File: src/xcbt_regs.svh
`ifndef XCBT_REGS_SVH
`define XCBT_REGS_SVH
`define XCBT_CHAIN_WIDTH 88
`define XCBT_MODE_RESET 1'h0
`define XCBT_OUT_RESET 1'h0
`define XCBT_PIN_RESET 1'h0
`define XCBT_RESET_PIN_IDLE 1'h1
`endif

File: src/xcbt_pkg.sv
package xcbt_pkg;
	typedef enum logic {XCBT_NORMAL, XCBT_CHAIN} xcbt_mode_t;
	typedef struct packed {
		logic system_reset_pin;
		logic host_frame_pin;
		logic host_bus_bit0_pin;
	} xcbt_strap_t;
endpackage

File: src/xcbt_top.sv
`timescale 1ns/100ps
`default_nettype none
`include "xcbt_regs.svh"
module xcbt_top import xcbt_pkg::*; #(
	parameter int CHAIN_WIDTH = `XCBT_CHAIN_WIDTH
) (
	// Clock and power-on reset
	input wire logic sys_clk,
	input wire logic rst_n,
	// Strap and reset pins
	input wire xcbt_strap_t strap_pins,
	// Every other chain input pin
	input wire logic [CHAIN_WIDTH-1:0] chain_pins,
	// Normal-function output from the core
	input wire logic chain_output_func,
	input wire logic chain_output_func_oe,
	// Chain output pin
	output logic chain_output_pin_o,
	output logic chain_output_pin_oe,
	// Other pin drivers must be released while high
	output logic pins_disconnect
);

	localparam int NIN = CHAIN_WIDTH + 2;
	// Positions in the raw vector; frame and bit 0 sit just below the reset pin
	localparam int RST_BIT = NIN;
	localparam int FRAME_BIT = NIN - 1;
	localparam int BIT0_BIT = NIN - 2;
	// The reset pin rests high in normal use, so the filter starts there:
	// a power-on reset with the pin already high must not look like an edge.
	localparam logic [NIN:0] IDLE = {`XCBT_RESET_PIN_IDLE, {NIN{`XCBT_PIN_RESET}}};

	// ==========================================================
	// Helper functions
	// A level is taken only once stages two and three agree.
	function automatic logic [NIN:0] xcbt_filter(
		input logic [NIN:0] cur,
		input logic [NIN:0] a,
		input logic [NIN:0] b
	);
		logic [NIN:0] r;
		r = cur;
		for (int i = 0; i <= NIN; i++) begin
			if (a[i] == b[i]) begin
				r[i] = b[i];
			end
		end
		return r;
	endfunction

	// Even count of inputs: all low and all high both give low.
	function automatic logic xcbt_parity(input logic [NIN-1:0] v);
		return ^v;
	endfunction

	function automatic logic xcbt_rise(input logic now_v, input logic was_v);
		return now_v && !was_v;
	endfunction

	// ==========================================================
	// Input synchroniser, stage one
	// Frame and bit 0 ride in the chain vector.
	logic [NIN:0] raw;
	logic [NIN:0] s1_q, s1_d;

	always_comb begin
		raw = {strap_pins.system_reset_pin, strap_pins.host_frame_pin,
			strap_pins.host_bus_bit0_pin, chain_pins};
		s1_d = raw;
	end

	always_ff @(posedge sys_clk) begin
		if (!rst_n) begin
			s1_q <= IDLE;
		end else begin
			s1_q <= s1_d;
		end
	end

	// ==========================================================
	// Input synchroniser, stage two
	logic [NIN:0] s2_q, s2_d;

	always_comb begin
		s2_d = s1_q;
	end

	always_ff @(posedge sys_clk) begin
		if (!rst_n) begin
			s2_q <= IDLE;
		end else begin
			s2_q <= s2_d;
		end
	end

	// ==========================================================
	// Input synchroniser, stage three
	logic [NIN:0] s3_q, s3_d;

	always_comb begin
		s3_d = s2_q;
	end

	always_ff @(posedge sys_clk) begin
		if (!rst_n) begin
			s3_q <= IDLE;
		end else begin
			s3_q <= s3_d;
		end
	end

	// ==========================================================
	// Filtered levels
	// Pulses shorter than two cycles never reach the chain.
	logic [NIN:0] lvl_q, lvl_d;

	always_comb begin
		lvl_d = xcbt_filter(lvl_q, s2_q, s3_q);
	end

	always_ff @(posedge sys_clk) begin
		if (!rst_n) begin
			lvl_q <= IDLE;
		end else begin
			lvl_q <= lvl_d;
		end
	end

	// ==========================================================
	// Mode flag
	xcbt_mode_t mode_q, mode_d;
	logic rst_rise;

	always_comb begin
		rst_rise = xcbt_rise(lvl_d[RST_BIT], lvl_q[RST_BIT]);
		mode_d = mode_q;
		if (rst_rise) begin
			unique case (mode_q)
				XCBT_NORMAL: begin
					if (!lvl_d[FRAME_BIT] && !lvl_d[BIT0_BIT]) begin
						mode_d = XCBT_CHAIN;
					end
				end
				XCBT_CHAIN: begin
					if (lvl_d[FRAME_BIT] || lvl_d[BIT0_BIT]) begin
						mode_d = XCBT_NORMAL;
					end
				end
			endcase
		end
	end

	always_ff @(posedge sys_clk) begin
		if (!rst_n) begin
			mode_q <= XCBT_NORMAL;
		end else begin
			mode_q <= mode_d;
		end
	end

	// ==========================================================
	// Pin disconnect
	logic disc_q, disc_d;

	always_comb begin
		disc_d = (mode_d == XCBT_CHAIN);
	end

	always_ff @(posedge sys_clk) begin
		if (!rst_n) begin
			disc_q <= `XCBT_MODE_RESET;
		end else begin
			disc_q <= disc_d;
		end
	end

	// ==========================================================
	// Chain output
	logic out_q, out_d, oe_q, oe_d;

	always_comb begin
		if (mode_d == XCBT_CHAIN) begin
			out_d = xcbt_parity(lvl_d[NIN-1:0]);
			oe_d = 1'h1;
		end else begin
			// Normal function returns at once, so the pin stops following the chain.
			out_d = chain_output_func;
			oe_d = chain_output_func_oe;
		end
	end

	always_ff @(posedge sys_clk) begin
		if (!rst_n) begin
			out_q <= `XCBT_OUT_RESET;
			oe_q <= `XCBT_MODE_RESET;
		end else begin
			out_q <= out_d;
			oe_q <= oe_d;
		end
	end

	// ==========================================================
	// Output ports
	always_comb begin
		chain_output_pin_o = out_q;
		chain_output_pin_oe = oe_q;
		pins_disconnect = disc_q;
	end

endmodule
`default_nettype wire

File: config.mk
export PLATFORM = sky130hd
export DESIGN_NAME = xcbt_top
export DESIGN_NICKNAME = d
export VERILOG_FILES = /design/src/xcbt_pkg.sv /design/src/xcbt_top.sv
export VERILOG_INCLUDE_DIRS = /design/src
export SDC_FILE = /design/constraint.sdc
export NUM_CORES = 1
export LEC_CHECK = 0
export BUFFER_PORTS_ARGS = -buffer_cell sky130_fd_sc_hd__buf_4
export CAP_MARGIN = 20
export CORE_MARGIN = 5
export CORE_UTILIZATION = 32
export CTS_BUF_LIST = sky130_fd_sc_hd__clkbuf_4 sky130_fd_sc_hd__clkbuf_8 sky130_fd_sc_hd__clkbuf_16
export CTS_CLUSTER_SIZE = 20
export DETAILED_ROUTE_END_ITERATION = 7
export SETUP_SLACK_MARGIN = 0.02
export SYNTH_ARGS = -nofsm -noshare
export SYNTH_HDL_FRONTEND = slang
export SYNTH_SLANG_ARGS = --single-unit
export TNS_END_PERCENT = 10
File: constraint.sdc
create_clock -name sys_clk -period 4.7 [get_ports sys_clk]
set_input_delay 0.47 -clock sys_clk [delete_from_list [all_inputs] [get_ports sys_clk]]
set_output_delay 0.47 -clock sys_clk [all_outputs]
set_load 0.03 [all_outputs]
==> impl_metrics.csv, run 1 <==
group,metric,value,unit
detailed_routing,wl,17720,um
grt,grt_max_degree,172,
timing,worst_slack,2.343,ns
setup_path,arrival,2.80,ns
placement,dp_slack,2.273,ns
setup_path,worstSetupEndpointType,"flip-flop",
floorplan,dieHeight,200.4,um
floorplan,boundaryPins,98,
yosys,netlist_area,11600,um2
setup_path,required,5.14,ns
setup_path,rr_worst_depth,8,
placement,routabilityCongestion,0.6768,
pwr,power.density,454.2,nW/um2
setup_path,r2r_start,"s2_q[75]",
yosys,syn-num-nets,1058,
setup_path,path_buf_inv,0,
setup_path,crit_path_cell_trace,"maj3_1, xor2_1, xnor2_1, xnor2_1, xnor2_1, xnor2_2, xnor3_1, a21oi_1",
floorplan,core,35660,um2
clock_network,cts_tree,"built",
clock_network,clk_pin_slew_worst_paths,0.06,ns
setup_path,slowest_stage,"maj3_1",
yosys,synth_cells,962,
clock_network,ctsHtreeMaxLevel,2,
timing,maxSlewViolCount,0,
timing,fin_crit_sh,0.5014,
yosys,synth_seq_area_share,0.6331,
clock_network,holdBufCountCts,0,
placement,io_buffer_count,97,
clock_network,worstSkewPairLatency,0.51,ns
clock_network,clkSinkCount,367,
cells_and_area,final_cells,1549,
setup_path,setup.worst_path.class,"flip-flop to flip-flop",
clock_network,cts_setup_buffers,0,
setup_path,cp.depth,8,
clock_network,clk_path_buf_depth,3,
yosys,ys.warnings.count,0,
detailed_routing,dr_total_vias,6137,
setup_path,crit_family,"XOR/XNOR gates",
grt,antenna_found_initial,0,
floorplan,die_area,40170,um2
pwr,ir_drop,218.3,uV
detailed_routing,drc,0,
yosys,syn_avg_cell_area,12.06,um2
yosys,ys_ff_latch,367,
yosys,ys_types,20,
grt,grt_pass1_vias,6298,
floorplan,die_x,200.4,um
timing,rsz0062_at_grt,"no",
min_path,hold_path_depth,2,
cells_and_area,multi_input_area,4104,um2
floorplan,initial_utilization,0.3255,
cells_and_area,stdcell_area,14060,um2
detailed_routing,wl_per_cell,11.44,um
pwr,p_leak,0.005898,uW
cells_and_area,num-fill-cells,3463,
timing,finalHoldViolations,0,
timing,fin_skew,0.005573,ns
timing,finalSetupViolations,0,
outcome,status,"finished, final reports clean",
grt,grt_overflow,0,
cells_and_area,final_nets,1158,
setup_path,critPathMaxStageDelay,0.38,ns
setup_path,path_max_fanout,2,
clock_network,cts-resized-gates,0,
cells_and_area,seqCellArea,7347,um2
timing,timing.slew.headroom,0.4046,
cells_and_area,layout-drive-gt1-share,0.1765,
setup_path,cpMostUsedCell,"xnor2_1",
placement,hpwl,11280,um
detailed_routing,viasPerCell,3.962,
timing,worst_slew_pin_slew,0.8931,ns
placement,placedCellCount,1483,
cells_and_area,num_antenna_cells,0,
clock_network,numCtsBuffers,38,
timing,min_period,2.357,ns
placement,placed_cell_area,12800,um2
floorplan,placementRows,69,
timing,fmax,424.3,MHz
pwr,power,6384,uW
detailed_routing,drt_pass1_iterations,4,
setup_path,start_kind,"flip-flop",
min_path,holdCritPathClass,"input pin to flip-flop",
min_path,holdCritStartpoint,"strap_pins[2]",
cells_and_area,syn2layout_area_growth,21.12,%
flow_run,timing.max_cap.violations,0,
clock_network,ctsRootBufferMaster,"clkbuf_16",
setup_path,startpoint,"s2_q[75]",
grt,grt_pass1_wl,30810,um
detailed_routing,drtIter0Drc,200,
grt,grtUsageTotal,0.09050,
timing,tns,0,ns
detailed_routing,drtAntennaViolNets,0,
per-stage QoR:
stage,hold slack (ns),utilization
3_3_place_gp,0.4084,0.3590
2_1_floorplan,0.3863,-
4_1_cts,0.1221,0.3942
6_report,0.1447,0.3942
3_5_place_dp,0.4177,0.3590
5_1_grt,0.1240,0.3942
power by group:
group | total [uW] | internal [uW] | switching [uW]
sequential | 3240 | 3210 | 31.1
clock | 2930 | 1770 | 1160
combinational | 214 | 126 | 87.9
total | 6380 | 5110 | 1280
layout make-up:
type	instances	share of cell area
inverter	1	0.0002670
clock buffer	54	0.08234
tap	461	0.04104
sequential	367	0.5227
multi-input combinational	554	0.2920
clock inverter	12	0.007121
timing repair buffer	100	0.05457
cells by family (layout without fill, tap and decap cells):
logic type,count (synthesis),after routing,synth area share
compound gates,8,8,0.003881
xor+xnor,87,87,0.07267
fa+ha+maj,89,89,0.07849
buf+inv,41,167,0.01326
flops,367,367,0.6331
mux,1,1,0.0009703
simple gates,369,369,0.1976
registers in the layout, indices dropped and copies added, names as in the netlist:
register and count:
lvl_q 91, s1_q 91, s2_q 91, s3_q 91, chain_output_pin_o 1, chain_output_pin_oe 1
pins_disconnect 1
placed cells by master, fill, tap and decap left out:
master,n
xor2_1,33
xnor3_1,1
clkinvlp_4,3
maj3_2,14
buf_4,98
mux2_2,1
nand2_1,1
a21o_1,2
maj3_1,74
dfxtp_1,367
a21oi_1,2
and2_1,357
xnor2_2,8
buf_12,1
nand2b_1,3
clkbuf_8,11
o21ai_0,4
clkbuf_4,4
xor2_2,1
inv_1,1
clkinv_2,6
inv_6,2
clkbuf_16,39
ha_1,1
and2_2,2
nor2_1,6
xnor2_1,44
bufinv_16,1
buf_6,1
worst paths after layout:
| path | to | slack, ns |
|---|---|---|
| max reg2reg | chain_output_pin_o | 2.34 |
| min | s1_q[90] | 0.14 |
| min reg2reg | s2_q[65] | 0.43 |
| max | chain_output_pin_o | 2.34 |
metal layers:
metal	vias to the layer above	track usage	routed length, um
met5	-	0	0
met4	0	0.03712	508
met3	42	0.02423	919
met2	101	0.1368	7512
met1	2792	0.1232	8775
li1	3202	-	-
synth_stat cells:
master	count	area share
xor2_2	1	0.0014
maj3_2	14	0.014
nand2_1	1	0.00032
xor2_1	33	0.025
xnor2_1	44	0.033
dfxtp_1	367	0.63
xnor2_2	8	0.011
and2_2	2	0.0013
a21o_1	2	0.0013
clkbuf_1	40	0.013
mux2_2	1	0.00097
nand2b_1	3	0.0016
a21oi_1	2	0.00086
and2_1	357	0.19
nor2_1	6	0.0019
ha_1	1	0.0011
maj3_1	74	0.064
inv_1	1	0.00032
o21ai_0	4	0.0017
xnor3_1	1	0.0019
Power figures use the tool's default switching activity.
==> inputs of run 2 (changes only) <==
clock period = 2.2 ns   (was 4.7 ns; I/O delays follow)
==> impl_metrics.csv, run 2 (same netlist as run 1, synthesis figures left out) <==
group,metric,value,unit
outcome,status,"finished, violations left",
outcome,violations,"negative setup slack",
grt,grt_overflow,0,
placement,routabilityCongestion,0.6852,
grt,grt_max_degree,105,
floorplan,die_x,200.4,um
min_path,holdCritPathClass,"input pin to flip-flop",
timing,timing.slew.headroom,0.6867,
detailed_routing,drtIter0Drc,155,
cells_and_area,final_nets,1257,
setup_path,critPathMaxStageDelay,0.46,ns
detailed_routing,wl,18800,um
detailed_routing,drt_pass1_iterations,4,
timing,rsz0062_at_grt,"yes",
pwr,power,13820,uW
setup_path,slowest_stage,"xnor3_1",
cells_and_area,num-fill-cells,3286,
setup_path,required,2.65,ns
floorplan,boundaryPins,98,
detailed_routing,drc,0,
timing,fmax,424.9,MHz
clock_network,clkSinkCount,367,
pwr,ir_drop,564.2,uV
grt,antenna_found_initial,0,
grt,grt_pass1_vias,6770,
grt,grt_pass1_wl,32490,um
detailed_routing,dr_total_vias,6470,
clock_network,ctsHtreeMaxLevel,2,
setup_path,arrival,2.81,ns
timing,finalSetupViolations,1,
pwr,power.density,911.9,nW/um2
setup_path,worstSetupEndpointType,"flip-flop",
pwr,p_leak,0.006357,uW
cells_and_area,num_antenna_cells,0,
floorplan,die_area,40170,um2
detailed_routing,drtAntennaViolNets,0,
detailed_routing,wl_per_cell,11.40,um
setup_path,start_kind,"flip-flop",
cells_and_area,final_cells,1649,
clock_network,worstSkewPairLatency,0.53,ns
setup_path,crit_path_cell_trace,"maj3_1, xor2_2, xnor2_2, xnor2_1, xnor2_1, xnor2_1, xnor3_1, a21oi_2",
setup_path,path_max_fanout,2,
clock_network,cts_tree,"built",
setup_path,path_buf_inv,0,
grt,grtUsageTotal,0.09545,
clock_network,clk_pin_slew_worst_paths,0.06,ns
cells_and_area,most-common-layout-cells,"dfxtp_1, and2_1, buf_4, dlygate4sd3_1, maj3_1",
clock_network,ctsRootBufferMaster,"clkbuf_16",
floorplan,initial_utilization,0.3255,
clock_network,clk_path_buf_depth,3,
floorplan,placementRows,69,
flow_run,timing.max_cap.violations,0,
floorplan,dieHeight,200.4,um
placement,placedCellCount,1490,
clock_network,numCtsBuffers,38,
floorplan,core,35660,um2
setup_path,cpMostUsedCell,"xnor2_1",
timing,worst_slew_pin_slew,0.4699,ns
placement,hpwl,11420,um
timing,min_period,2.353,ns
clock_network,cts_setup_buffers,0,
timing,finalHoldViolations,0,
setup_path,setup.worst_path.class,"flip-flop to flip-flop",
cells_and_area,layout-drive-gt1-share,0.1886,
timing,worst_slack,-0.1535,ns
timing,fin_skew,0.01691,ns
setup_path,crit_family,"XOR/XNOR gates",
cells_and_area,layout_commonest_cell,"dfxtp_1",
timing,maxSlewViolCount,0,
timing,fin_crit_sh,1.070,
detailed_routing,viasPerCell,3.924,
placement,io_buffer_count,97,
cells_and_area,syn2layout_area_growth,30.57,%
-- run 2: changes by cell type in the layout (fill, tap and decap cells not counted), moves of 3 or more --
cell / previous run / this run
buf_4: 98 / 104
clkbuf_4: 4 / 7
clkbuf_8: 11 / 8
dlygate4sd3_1: 0 / 92
maj3_1: 74 / 62
maj3_2: 14 / 26
xnor2_1: 44 / 37
xnor2_2: 8 / 15
xor2_1: 33 / 29
xor2_2: 1 / 5
-- run 2: routing by layer --
layer / share of wire / GRT usage
met1: 0.48 / 0.1244
met2: 0.45 / 0.1544
met3: 0.044 / 0.02472
met4: 0.026 / 0.03343
met5: 0 / 0
-- run 2: path summary, 6_finish.rpt --
| check | start | endpoint | slack [ns] | cells after the start |
|---|---|---|---|---|
| min | chain_output_func | chain_output_pin_o | 0.07 | 3 |
| min reg2reg | s1_q[90] | s2_q[90] | 0.41 | 1 |
| max | lvl_q[72] | chain_output_pin_o | -0.15 | 8 |
| max reg2reg | lvl_q[72] | chain_output_pin_o | -0.15 | 8 |
-- run 2: layout make-up --
type | count | area [um2] | share of cell area
Clock buffer | 53 | 1114 | 0.07349
Tap cell | 461 | 576.8 | 0.03807
Clock inverter | 14 | 152.6 | 0.01007
Sequential cell | 367 | 7347 | 0.4849
Timing Repair Buffer | 199 | 1753 | 0.1157
Multi-Input combinational cell | 554 | 4205 | 0.2775
Inverter | 1 | 3.754 | 0.0002477
-- run 2: power breakdown --
part,switching (uW),internal [uW],total (uW)
Sequential,68.3,6860,6920
Clock,2580,3700,6280
Combinational,221,390,610
-- run 2: worst register-to-register path, delay by kind of cell, from the launching register on --
family | cells | cell delay, ns
fa+ha+maj | 1 | 0.41
xor+xnor | 6 | 1.46
flops | 1 | 0.30
compound gates | 1 | 0.12
-- run 2: what timing repair did --
action,CTS,global route
pin swaps,0,20
endpoints found under the setup margin,1,1
hold endpoints to repair,92,0
hold buffers,92,0
gates cloned,0,0
gates resized for setup,4,20
-- run 2: metrics by stage --
| step | setup slack, ns | util | TNS, ns | instance area, um2 | hold WS (ns) |
|---|---|---|---|---|---|
| 3_3_place_gp | -0.3016 | 0.3608 | -0.3016 | 12860 | 0.4046 |
| 3_5_place_dp | -0.3022 | 0.3608 | -0.3022 | 12860 | 0.4049 |
| 6_report | -0.1535 | 0.4250 | -0.1535 | 15150 | 0.07351 |
| 4_1_cts | -0.1515 | 0.4230 | -0.1515 | 15080 | 0.05211 |
| 2_1_floorplan | 0.1647 | - | 0 | 11600 | 0.3215 |
| 5_1_grt | -0.2590 | 0.4250 | -0.2590 | 15150 | 0.05724 |
==> inputs of run 3 (changes only) <==
TNS_END_PERCENT = not set   (was 10)
clock period = 2.25 ns   (was 2.2 ns; I/O delays follow)
==> impl_metrics.csv, run 3 (same netlist as run 1, synthesis figures left out) <==
group,metric,value,unit
cells_and_area,final_nets,1255,
timing,fmax,444.5,MHz
floorplan,dieHeight,200.4,um
timing,timing.slew.headroom,0.7633,
pwr,p_int,10930,uW
detailed_routing,drt_pass1_iterations,4,
timing,hold_ws,0.09844,ns
setup_path,required,2.71,ns
grt,grt_overflow,0,
floorplan,core,35660,um2
clock_network,ctsRootBufferMaster,"clkbuf_16",
min_path,holdCritPathClass,"input pin to flip-flop",
grt,grt_max_degree,105,
pwr,power.density,896.3,nW/um2
timing,fin_skew,0.01193,ns
timing,finalSetupViolations,0,
setup_path,worstSetupEndpointType,"flip-flop",
setup_path,setup.worst_path.class,"flip-flop to flip-flop",
setup_path,start_kind,"flip-flop",
pwr,p_switching,2713,uW
cells_and_area,final_util,0.4267,
grt,antenna_found_initial,0,
clock_network,clk_path_buf_depth,3,
cells_and_area,seqCellArea,7350,um2
clock_network,clkSinkCount,367,
pwr,p_seq_frac,0.497,
cells_and_area,syn2layout_area_growth,31.12,%
setup_path,arrival,2.71,ns
clock_network,ctsHtreeMaxLevel,2,
pwr,clkPwrFrac,0.460,
floorplan,placementRows,69,
clock_network,clk_pin_slew_worst_paths,0.06,ns
clock_network,worstSkewPairLatency,0.52,ns
cells_and_area,num_antenna_cells,0,
floorplan,die_area,40170,um2
placement,io_buffer_count,97,
pwr,pwr-share-comb,0.044,
timing,finalHoldViolations,0,
detailed_routing,drtIter0Drc,188,
detailed_routing,dr_total_vias,6460,
pwr,p_sw_frac,0.1989,
detailed_routing,wl_per_cell,11.40,um
detailed_routing,drtAntennaViolNets,0,
flow_run,timing.max_cap.violations,0,
timing,fin_crit_sh,0.9999,
timing,min_period,2.250,ns
floorplan,die_x,200.4,um
cells_and_area,multi_input_area,4243,um2
cells_and_area,most-common-layout-cells,"dfxtp_1, and2_1, buf_4, dlygate4sd3_1, maj3_1",
detailed_routing,viasPerCell,3.922,
clock_network,cts_tree,"built",
grt,grtUsageTotal,0.09556,
cells_and_area,layout-drive-gt1-share,0.1973,
placement,hpwl,11330,um
detailed_routing,wl,18770,um
timing,worst_slew_pin_slew,0.3514,ns
cells_and_area,layout_commonest_cell,"dfxtp_1",
grt,grt_pass1_vias,6677,
grt,grt_pass1_wl,32430,um
floorplan,initial_utilization,0.3255,
setup_path,path_max_fanout,2,
pwr,p_leak,0.006411,uW
cells_and_area,num-fill-cells,3332,
clock_network,numCtsBuffers,39,
placement,routabilityCongestion,0.6821,
clock_network,cts_setup_buffers,0,
detailed_routing,drc,0,
timing,rsz0062_at_grt,"yes",
outcome,status,"finished, final reports clean",
timing,maxSlewViolCount,0,
pwr,ir_drop,473.0,uV
floorplan,boundaryPins,98,
-- run 3: changes by cell type in the layout (fill, tap and decap cells not counted), sizes merged --
cell / change
buf: -3
clkbuf: +7
clkinv: -2
clkinvlp: -3
inv: -1
-- run 3: layout make-up --
type / instances / share of cell area
flip-flops and latches: 367 / 0.4830
inverters: 1 / 0.0002467
clock inverters: 8 / 0.005674
well taps: 461 / 0.03791
multi-input cells: 554 / 0.2788
clock buffers: 60 / 0.07976
repair buffers: 196 / 0.1145
-- run 3: what timing repair did --
item / CTS / global route
hold endpoints to repair: 92 / 0
setup endpoints to repair: 1 / 1
gates resized for setup: 4 / 32
pin swaps: 2 / 22
hold buffers: 92 / 0
-- run 3: path summary, 6_finish.rpt --
path	cells after the start	slack, ns	startpoint	end
worst min-delay path	3	0.1	chain_output_func	chain_output_pin_o
worst max register to register	8	0.0003	s2_q[71]	chain_output_pin_o
worst min register to register	1	0.41	s1_q[90]	s2_q[90]
worst max-delay path	8	0.0003	s2_q[71]	chain_output_pin_o
-- run 3: power groups by stage --
stage               Clock, uW  Combinational, uW  Sequential [uW]
floorplan                   0                267             6890
global placement            0                471             6910
detailed placement          0                474             6910
CTS                      6530                608             6770
global route             6800                667             6790
finish                   6270                599             6770
-- run 3: layer usage --
metal | wire length, um | global-route usage
met5 | 0 | 0
met4 | 447 | 0.03614
met3 | 772 | 0.02456
met2 | 8316 | 0.1496
met1 | 9234 | 0.1277
-- run 3: critical path: stages (launching register included) --
cell and delay [ns]:
dfxtp_1 0.31, maj3_1 0.40, xor2_2 0.18, xnor2_2 0.26, xnor2_2 0.17, xnor2_1 0.15
xnor2_1 0.17, xnor3_1 0.44, a21oi_2 0.11
-- run 3: stage by stage --
stage / cell area, um2 / setup slack (ns) / cells / TNS [ns] / power (uW)
2_1_floorplan: 11600 / 0.2147 / 962 / 0 / 7161
3_3_place_gp: 12860 / -0.2318 / 1488 / -0.2318 / 7383
3_5_place_dp: 12860 / -0.2167 / 1488 / -0.2167 / 7388
4_1_cts: 15110 / -0.08156 / 1648 / -0.08156 / 13910
5_1_grt: 15220 / -0.1479 / 1647 / -0.1479 / 14260
6_report: 15220 / 0.0003180 / 1647 / 0 / 13640
